## src/include/tdos_regs.vh

```
// register map, field positions and timing counts of the output sequencer
// assumes a 25 MHz system clock and a word-aligned register port
`ifndef TDOS_REGS_VH
`define TDOS_REGS_VH

`define TDOS_AW            10
`define TDOS_DW            32
`define TDOS_TW            22

`define TDOS_CLK_NS        40
`define TDOS_TENTH_NS      100000000
`define TDOS_TICK_CYCLES   (`TDOS_TENTH_NS / `TDOS_CLK_NS)
`define TDOS_DUR_MAX       22'h36EE7F

`define TDOS_OFF_CTRL      10'h000
`define TDOS_OFF_CYCLES    10'h004
`define TDOS_OFF_STATUS    10'h008
`define TDOS_OFF_SEG_REM   10'h00C
`define TDOS_OFF_IRQ_STAT  10'h010
`define TDOS_OFF_IRQ_MASK  10'h014
`define TDOS_OFF_DUR_BASE  2'b01

`define TDOS_CTRL_RUN      0
`define TDOS_CTRL_RDIS     1
`define TDOS_CTRL_GATE     2
`define TDOS_CTRL_PFAIL    3
`define TDOS_CTRL_SEL_LO   4
`define TDOS_CTRL_MAX_LO   6

`define TDOS_IRQ_STEP      0
`define TDOS_IRQ_END       1
`define TDOS_IRQ_RANGE     2

`define TDOS_CTRL_RESET    8'hC0
`define TDOS_CYCLES_CONT   10'h000
`define TDOS_CYCLES_MAX    10'h3E7

`endif

```

## src/verilog/tdos_top.v

```verilog
// timed digital output sequencer: four programs of eight on/off pairs
// assumes synchronous inputs, plain register port, wired sources optional
//
// Overview of operation
// - each program holds eight numbered on/off pairs
// - four programs stored, selection chooses one
// - upper limit 0..3 bounds program selection
// - sequence starts with first on-period
// - zero-length periods are skipped
// - after eighth off-period, return to start
// - durations 0 to 99:59:59.9, tenths, range flagged
// - run advances timing, hold freezes it
// - reset-disable off holds program in reset
// - cycle count continuous or up to 999
// - output state and its inverse readable
// - end flag off running, on complete
// - power-fail recovery forces hold and reset
// - wired controls override power-up recovery state
// - starts in any programmer segment or standalone
//
// Design decisions made here: the register offsets and strobed register access.
`timescale 1ns/1ps
`include "tdos_regs.vh"

module tdos_top #(
  parameter TICK_CYCLES = `TDOS_TICK_CYCLES
) (
  input  wire                 SYS_CLK_I,
  input  wire                 RST_N_I,
  input  wire [`TDOS_AW-1:0]  ADDR_I,
  input  wire [`TDOS_DW-1:0]  WDATA_I,
  input  wire                 WR_I,
  input  wire                 RD_I,
  output reg  [`TDOS_DW-1:0]  RDATA_O,
  input  wire                 RUN_HOLD_WIRE_I,
  input  wire                 RUN_HOLD_WIRE_EN_I,
  input  wire                 RESET_DIS_WIRE_I,
  input  wire                 RESET_DIS_WIRE_EN_I,
  input  wire                 OUTPUT_GATE_WIRE_SOURCE_I,
  input  wire                 OUTPUT_GATE_WIRE_EN_I,
  input  wire                 POWER_RESTORED_I,
  output reg                  DOUT_O,
  output reg                  DOUT_INV_O,
  output reg                  PROG_END_O,
  output reg                  IRQ_O
);

  localparam ST_LOAD = 1'b0;
  localparam ST_TIME = 1'b1;

  reg  [7:0]          ctrl;
  reg  [9:0]          cycles_set;
  reg  [2:0]          irq_stat;
  reg  [2:0]          irq_mask;
  reg                 state;
  reg  [3:0]          step;
  reg  [`TDOS_TW-1:0] seg_rem;
  reg  [9:0]          cycles_done;
  reg                 done;
  reg                 seq_out;
  reg  [21:0]         tick_cnt;
  reg                 ev_step;
  reg                 ev_end;

  wire [`TDOS_TW-1:0] dur [0:63];
  wire                dur_wr;
  wire                range_err;
  wire                eff_run;
  wire                eff_rdis;
  wire                eff_gate;
  wire [1:0]          sel_req;
  wire [1:0]          sel_max;
  wire [1:0]          sel_eff;
  wire [`TDOS_TW-1:0] cur_dur;
  wire                tick;
  wire                wrap;
  wire [9:0]          next_cycles_done;
  wire                last_cycle;

  // durations live in flops; a write above the limit is clamped
  assign dur_wr    = WR_I && (ADDR_I[9:8] == `TDOS_OFF_DUR_BASE)
                     && (ADDR_I[1:0] == 2'b00);
  assign range_err = dur_wr && (WDATA_I > {10'h000, `TDOS_DUR_MAX});

  genvar g;
  generate
    for (g = 0; g < 64; g = g + 1) begin : g_dur
      reg [`TDOS_TW-1:0] val;
      always @(posedge SYS_CLK_I or negedge RST_N_I) begin
        if (!RST_N_I) begin
          val <= {`TDOS_TW{1'b0}};
        end else if (dur_wr && ADDR_I[7:2] == g) begin
          if (range_err) begin
            val <= `TDOS_DUR_MAX;
          end else begin
            val <= WDATA_I[`TDOS_TW-1:0];
          end
        end
      end
      assign dur[g] = val;
    end
  endgenerate

  // wired sources win over settings
  assign eff_run  = RUN_HOLD_WIRE_EN_I ? RUN_HOLD_WIRE_I :
                    ctrl[`TDOS_CTRL_RUN];
  assign eff_rdis = RESET_DIS_WIRE_EN_I ? RESET_DIS_WIRE_I :
                    ctrl[`TDOS_CTRL_RDIS];
  assign eff_gate = OUTPUT_GATE_WIRE_EN_I ? OUTPUT_GATE_WIRE_SOURCE_I :
                    ctrl[`TDOS_CTRL_GATE];

  assign sel_req = ctrl[`TDOS_CTRL_SEL_LO+1:`TDOS_CTRL_SEL_LO];
  assign sel_max = ctrl[`TDOS_CTRL_MAX_LO+1:`TDOS_CTRL_MAX_LO];
  assign sel_eff = (sel_req > sel_max) ? sel_max : sel_req;
  assign cur_dur = dur[{sel_eff, step}];

  assign tick = (tick_cnt == TICK_CYCLES - 1);
  assign wrap = (step == 4'hF);
  assign next_cycles_done = cycles_done + 10'h001;
  assign last_cycle = (cycles_set != `TDOS_CYCLES_CONT)
                      && (next_cycles_done == cycles_set);

  // settings register; power restore may force hold and reset
  always @(posedge SYS_CLK_I or negedge RST_N_I) begin
    if (!RST_N_I) begin
      ctrl       <= `TDOS_CTRL_RESET;
      cycles_set <= `TDOS_CYCLES_CONT;
    end else if (POWER_RESTORED_I && ctrl[`TDOS_CTRL_PFAIL]) begin
      ctrl[`TDOS_CTRL_RUN]  <= 1'b0;
      ctrl[`TDOS_CTRL_RDIS] <= 1'b0;
    end else if (WR_I && ADDR_I == `TDOS_OFF_CTRL) begin
      ctrl <= WDATA_I[7:0];
    end else if (WR_I && ADDR_I == `TDOS_OFF_CYCLES) begin
      if (WDATA_I[9:0] > `TDOS_CYCLES_MAX) begin
        cycles_set <= `TDOS_CYCLES_MAX;
      end else begin
        cycles_set <= WDATA_I[9:0];
      end
    end
  end

  // tenth-second prescaler, frozen outside run
  always @(posedge SYS_CLK_I or negedge RST_N_I) begin
    if (!RST_N_I) begin
      tick_cnt <= 22'h000000;
    end else if (!eff_rdis || state != ST_TIME) begin
      tick_cnt <= 22'h000000;
    end else if (eff_run && !done) begin
      if (tick) begin
        tick_cnt <= 22'h000000;
      end else begin
        tick_cnt <= tick_cnt + 22'h000001;
      end
    end
  end

  // step sequencer; a zero step costs one clock, never a tick
  always @(posedge SYS_CLK_I or negedge RST_N_I) begin
    if (!RST_N_I) begin
      state       <= ST_LOAD;
      step        <= 4'h0;
      seg_rem     <= {`TDOS_TW{1'b0}};
      cycles_done <= 10'h000;
      done        <= 1'b0;
      seq_out     <= 1'b0;
      ev_step     <= 1'b0;
      ev_end      <= 1'b0;
    end else begin
      ev_step <= 1'b0;
      ev_end  <= 1'b0;
      if (!eff_rdis) begin
        state       <= ST_LOAD;
        step        <= 4'h0;
        seg_rem     <= {`TDOS_TW{1'b0}};
        cycles_done <= 10'h000;
        done        <= 1'b0;
        seq_out     <= 1'b0;
      end else if (eff_run && !done) begin
        case (state)
          ST_LOAD: begin
            if (cur_dur != {`TDOS_TW{1'b0}}) begin
              seg_rem <= cur_dur;
              seq_out <= ~step[0];
              state   <= ST_TIME;
              ev_step <= 1'b1;
            end else begin
              step <= step + 4'h1;
              if (wrap) begin
                cycles_done <= next_cycles_done;
                if (last_cycle) begin
                  done    <= 1'b1;
                  seq_out <= 1'b0;
                  ev_end  <= 1'b1;
                end
              end
            end
          end
          ST_TIME: begin
            if (tick) begin
              seg_rem <= seg_rem - {{(`TDOS_TW-1){1'b0}}, 1'b1};
              if (seg_rem == {{(`TDOS_TW-1){1'b0}}, 1'b1}) begin
                state <= ST_LOAD;
                step  <= step + 4'h1;
                if (wrap) begin
                  cycles_done <= next_cycles_done;
                  if (last_cycle) begin
                    done    <= 1'b1;
                    seq_out <= 1'b0;
                    ev_end  <= 1'b1;
                  end
                end
              end
            end
          end
          default: begin
            state <= ST_LOAD;
          end
        endcase
      end
    end
  end

  // sticky events, set wins over a write-one clear
  always @(posedge SYS_CLK_I or negedge RST_N_I) begin
    if (!RST_N_I) begin
      irq_stat <= 3'h0;
      irq_mask <= 3'h0;
    end else begin
      if (WR_I && ADDR_I == `TDOS_OFF_IRQ_MASK) begin
        irq_mask <= WDATA_I[2:0];
      end
      irq_stat <= ((WR_I && ADDR_I == `TDOS_OFF_IRQ_STAT) ?
                   (irq_stat & ~WDATA_I[2:0]) : irq_stat)
                  | {range_err, ev_end, ev_step};
    end
  end

  // registered pins; inverse view tracks the gated pin
  always @(posedge SYS_CLK_I or negedge RST_N_I) begin
    if (!RST_N_I) begin
      DOUT_O     <= 1'b0;
      DOUT_INV_O <= 1'b1;
      PROG_END_O <= 1'b0;
      IRQ_O      <= 1'b0;
    end else begin
      DOUT_O     <= seq_out & eff_gate;
      DOUT_INV_O <= ~(seq_out & eff_gate);
      PROG_END_O <= done;
      IRQ_O      <= |(irq_stat & irq_mask);
    end
  end

  // read port, data in the cycle after the strobe, unmapped reads zero
  always @(posedge SYS_CLK_I or negedge RST_N_I) begin
    if (!RST_N_I) begin
      RDATA_O <= 32'h00000000;
    end else if (RD_I) begin
      if (ADDR_I == `TDOS_OFF_CTRL) begin
        RDATA_O <= {24'h000000, ctrl};
      end else if (ADDR_I == `TDOS_OFF_CYCLES) begin
        RDATA_O <= {22'h000000, cycles_set};
      end else if (ADDR_I == `TDOS_OFF_STATUS) begin
        RDATA_O <= {6'h00, cycles_done, 4'h0, step, 3'h0, eff_run,
                    eff_rdis, done, ~seq_out, seq_out};
      end else if (ADDR_I == `TDOS_OFF_SEG_REM) begin
        RDATA_O <= {10'h000, seg_rem};
      end else if (ADDR_I == `TDOS_OFF_IRQ_STAT) begin
        RDATA_O <= {29'h00000000, irq_stat};
      end else if (ADDR_I == `TDOS_OFF_IRQ_MASK) begin
        RDATA_O <= {29'h00000000, irq_mask};
      end else if (ADDR_I[9:8] == `TDOS_OFF_DUR_BASE
                   && ADDR_I[1:0] == 2'b00) begin
        RDATA_O <= {10'h000, dur[ADDR_I[7:2]]};
      end else begin
        RDATA_O <= 32'h00000000;
      end
    end else begin
      RDATA_O <= 32'h00000000;
    end
  end

endmodule // tdos_top
```

## config.mk

```make
export PLATFORM = sky130hd
export DESIGN_NAME = tdos_top
export DESIGN_NICKNAME = d
export VERILOG_FILES = /design/src/verilog/tdos_top.v
export VERILOG_INCLUDE_DIRS = /design/src /design/src/include
export SDC_FILE = /design/constraint.sdc
export NUM_CORES = 2
export LEC_CHECK = 0
export ABC_CLOCK_PERIOD_IN_PS = 4500
export BUFFER_PORTS_ARGS = -buffer_cell sky130_fd_sc_hd__buf_2
export CORE_AREA = 10 10 385 537
export CTS_CLUSTER_SIZE = 25
export DETAILED_ROUTE_END_ITERATION = 8
export DIE_AREA = 0 0 395 547
export PLACE_DENSITY_LB_ADDON = 0.12
export SETUP_SLACK_MARGIN = 0.5
export SYNTH_ARGS = -nofsm -noshare
export SYNTH_HDL_FRONTEND = slang
export SYNTH_SLANG_ARGS = --single-unit
```

## constraint.sdc

```tcl
create_clock -name SYS_CLK_I -period 4.5 [get_ports SYS_CLK_I]
set_input_delay 0.9 -clock SYS_CLK_I [delete_from_list [all_inputs] [get_ports SYS_CLK_I]]
set_output_delay 0.9 -clock SYS_CLK_I [all_outputs]
set_load 0.02 [all_outputs]
```

==> metrics.md <==
| Metric | Value |
|---|---|
| Outcome | complete, no violations |
| Final core occ | 46.28% |
| Final setup vio count | 0 |
| Placed Cells | 9366 |
| Worst stage delay on the critical path | 0.59 ns |
| Max cap viols | 0 |
| Fillers | 18.11k |
| Initial antenna violation count | 13 |
| Final instance area | 0.09096 mm2 |
| Total Wirelength | 287700 um |
| Clk_skew | 0.04635 ns |
| CTS root buf | clkbuf_16 |
| CTS Sinks | 1525 |
| Pin count of the biggest net entering global routing | 122 |
| Global-route wire length before repair | 422500 um |
| Worst vdd ir | 0.0003473 V |
| Synth-to-layout area growth | 16.36% |
| Worst hold slack | 0.3089 ns |
| Htree depth | 4 |
| Cell Area, Placed | 0.08378 mm2 |
| Chip height | 547 um |
| Initial Utilization | 39.77% |
| Synth Warn # | 0 |
| GR Overflow Total | 0 |
| Drt wl/cell | 29.57 um |
| Primary FF master, synth | dfrtp_1 |
| Setup crit start kind | flip-flop |
| Synth top area cells | dfrtp_1 (49%), mux4_2 (23%), o21ai_0 (9.3%) |
| CTS tree | yes |
| Unrepaired setup endpoints after global routing | yes |
| Syn_area_per_cell | 11.27 um2 |
| Non-Filler Instances | 9731 |
| Clock tree buffer depth | 4 |
| Mapped cell area | 0.07817 mm2 |
| Post-Synthesis Cells | 6939 |
| Min cycle time layout | 4.064 ns |
| Site row count | 193 |
| Seq/Total Area, Yosys | 48.82% |
| Worst EP arrival | 4.79 ns |
| Most frequent cells after synthesis | nand2_1 (1633), dfrtp_1 (1522), o21ai_0 (1453) |
| PD cells | 334.7 mW/mm2 |
| DIE AREA | 0.2161 mm2 |
| Type of destination of the critical path | flip-flop |
| Critical path class | flip-flop to flip-flop |
| Cts bufs inserted | 167 |
| Max-slew headroom | 33.97% |
| Most frequent CP cell | mux4_2 |
| Vias | 57.93k |
| Core Area | 0.1966 mm2 |
| Final Max Slew Viols | 0 |
| Synth unique cells | 77 |
| Layout cell share with drive strength beyond 1 | 25.26% |
| Final Power | 30.45 mW |
| CP max FO | 9 |
| Final nets | 7042 |
| Synth area leader | dfrtp_1 |
| Total track usage | 26.27% |
| Io pins | 89 |
| Measured slew at the worst slew-check pin | 0.9829 ns |
| Register bit total from synthesis | 1525 |
| Most frequent cell after synthesis | nand2_1 |
| DR pass1 iterations | 6 |
| WP data required | 5.23 ns |
| Hold Vio Cnt, Final | 0 |
| Vias in the first global route | 58.77k |
| Final ANT Viol Nets | 0 |
| Initial DRC Count | 5385 |
| Dpl hpwl | 190300 um |
| Post-synth EDFFs | 0 |
| FMAX | 246.0 MHz |
| Vias per cell | 5.953 |
| Clk Latency, worst-skew pair | 0.83 ns |
| Leak pwr | 37.73 nW |
| Buffers on Ports | 82 |
| DRC Markers | 0 |
| CP max-delay cell | mux4_2 |
| Worst-path clk slew | 0.07 ns |
| Tcrit/Tclk final | 90.32% |
| Synth top area share | 48.72% |
| HP Class | primary input to flip-flop |
| Async set-reset flop share out of synthesis | 100.0% |
| Die Width | 395 um |
| GPL Wtd Cong | 0.9243 |
| CP cell instances | buf_16 -> buf_12 -> buf_8 -> mux4_2 -> mux4_2 -> o22a_1 -> nor2_2 -> nand3_4 -> or4b_4 -> o21ai_4 -> clkbuf_16 -> and4_1 -> o21a_1 |
-- metal layers --
layer  up-vias  wire [um]  global-route usage (%)
li1      25370          -                       -
met1     30000     117800                   34.28
met2      1968     140200                   43.74
met3       588      16430                   3.938
met4         6      13280                   10.86
met5         -         63                       0
-- registers in the layout, summed over array words and instances (netlist names), 3 cells and up --
| signal | cells |
|---|---|
| RDATA_O | 26 |
| ctrl | 8 |
| cycles_done | 10 |
| cycles_set | 10 |
| g_dur.val | 1408 |
| irq_mask | 3 |
| irq_stat | 3 |
| seg_rem | 22 |
| step | 4 |
| tick_cnt | 22 |
-- critical path, delay by kind of cell (launching register included) --
kind	cells	cell delay [ns]
AO/OA/AOI/OAI	3	0.69
flip-flops	1	0.47
AND/OR/NAND/NOR	4	0.99
multiplexers	2	1.10
buffers and inverters	4	0.71
-- worst paths after layout --
kind	endpoint	cells after the start	from	slack [ns]
max in group asynchronous	g_dur[50].val[15]	4	RST_N_I	2.55
min in group asynchronous	g_dur[9].val[4]	2	RST_N_I	0.59
max	step[2]	13	step[0]	0.44
min reg2reg	irq_stat[0]	1	ev_step	0.49
min	ctrl[0]	2	POWER_RESTORED_I	0.31
max reg2reg	step[2]	13	step[0]	0.44
-- where the power goes --
| group | internal (mW) | switching [mW] | leakage [nW] | total (mW) |
|---|---|---|---|---|
| combinational | 0.987 | 1.51 | 13.9 | 2.50 |
| sequential | 13.9 | 0.164 | 21.2 | 14.1 |
| clock | 8.01 | 5.86 | 2.63 | 13.9 |
-- per-stage QoR --
stage	setup WS, ns	setup TNS (ns)
floorplan	0.5262	0
global placement	-0.4276	-8.086
detailed placement	-0.3171	-6.827
CTS	0.5021	0
global route	0.3733	0
finish	0.4357	0
-- timing repair --
item	4_1_cts	5_1_grt
gates resized for setup	81	61
endpoints found under the setup margin	41	38
buffers inserted	19	41
pin swaps	3	7
hold buffers	0	1
hold endpoints to repair	0	1
gates cloned	11	6
-- cell families after synthesis --
kind of cell | after synthesis | share of synthesized area (%)
adders and majority gates | 8 | 0.1280
other | 1 | 0.004797
buffers and inverters | 687 | 3.702
AOI/OAI and AO/OA | 1789 | 12.41
xor gates and xnor gates | 26 | 0.2913
DFF | 1525 | 48.82
and+or+nand+nor | 1981 | 10.22
muxes | 922 | 24.43
-- placed cells by master (no fill, tap or decap), types with 73 or more instances in the layout --
cell type	n
buf_12	118
nand2_1	1561
clkbuf_16	175
buf_4	292
mux4_2	786
dfrtp_1	1518
o21ai_0	1449
mux2i_1	103
buf_2	77
a22oi_1	80
nor2_1	92
nand2_2	73
-- cell type report --
| type | instances | area, um2 | share of cell area (%) |
|---|---|---|---|
| multi-input cells | 4732 | 37980 | 41.75 |
| clock inverters | 46 | 494.2 | 0.5433 |
| well taps | 2632 | 3293 | 3.620 |
| clock buffers | 236 | 4861 | 5.344 |
| repair buffers | 537 | 6076 | 6.680 |
| flip-flops and latches | 1525 | 38180 | 41.97 |
| inverters | 18 | 67.56 | 0.07428 |
| diodes | 5 | 12.51 | 0.01376 |
(Power assumes the default switching activity.)
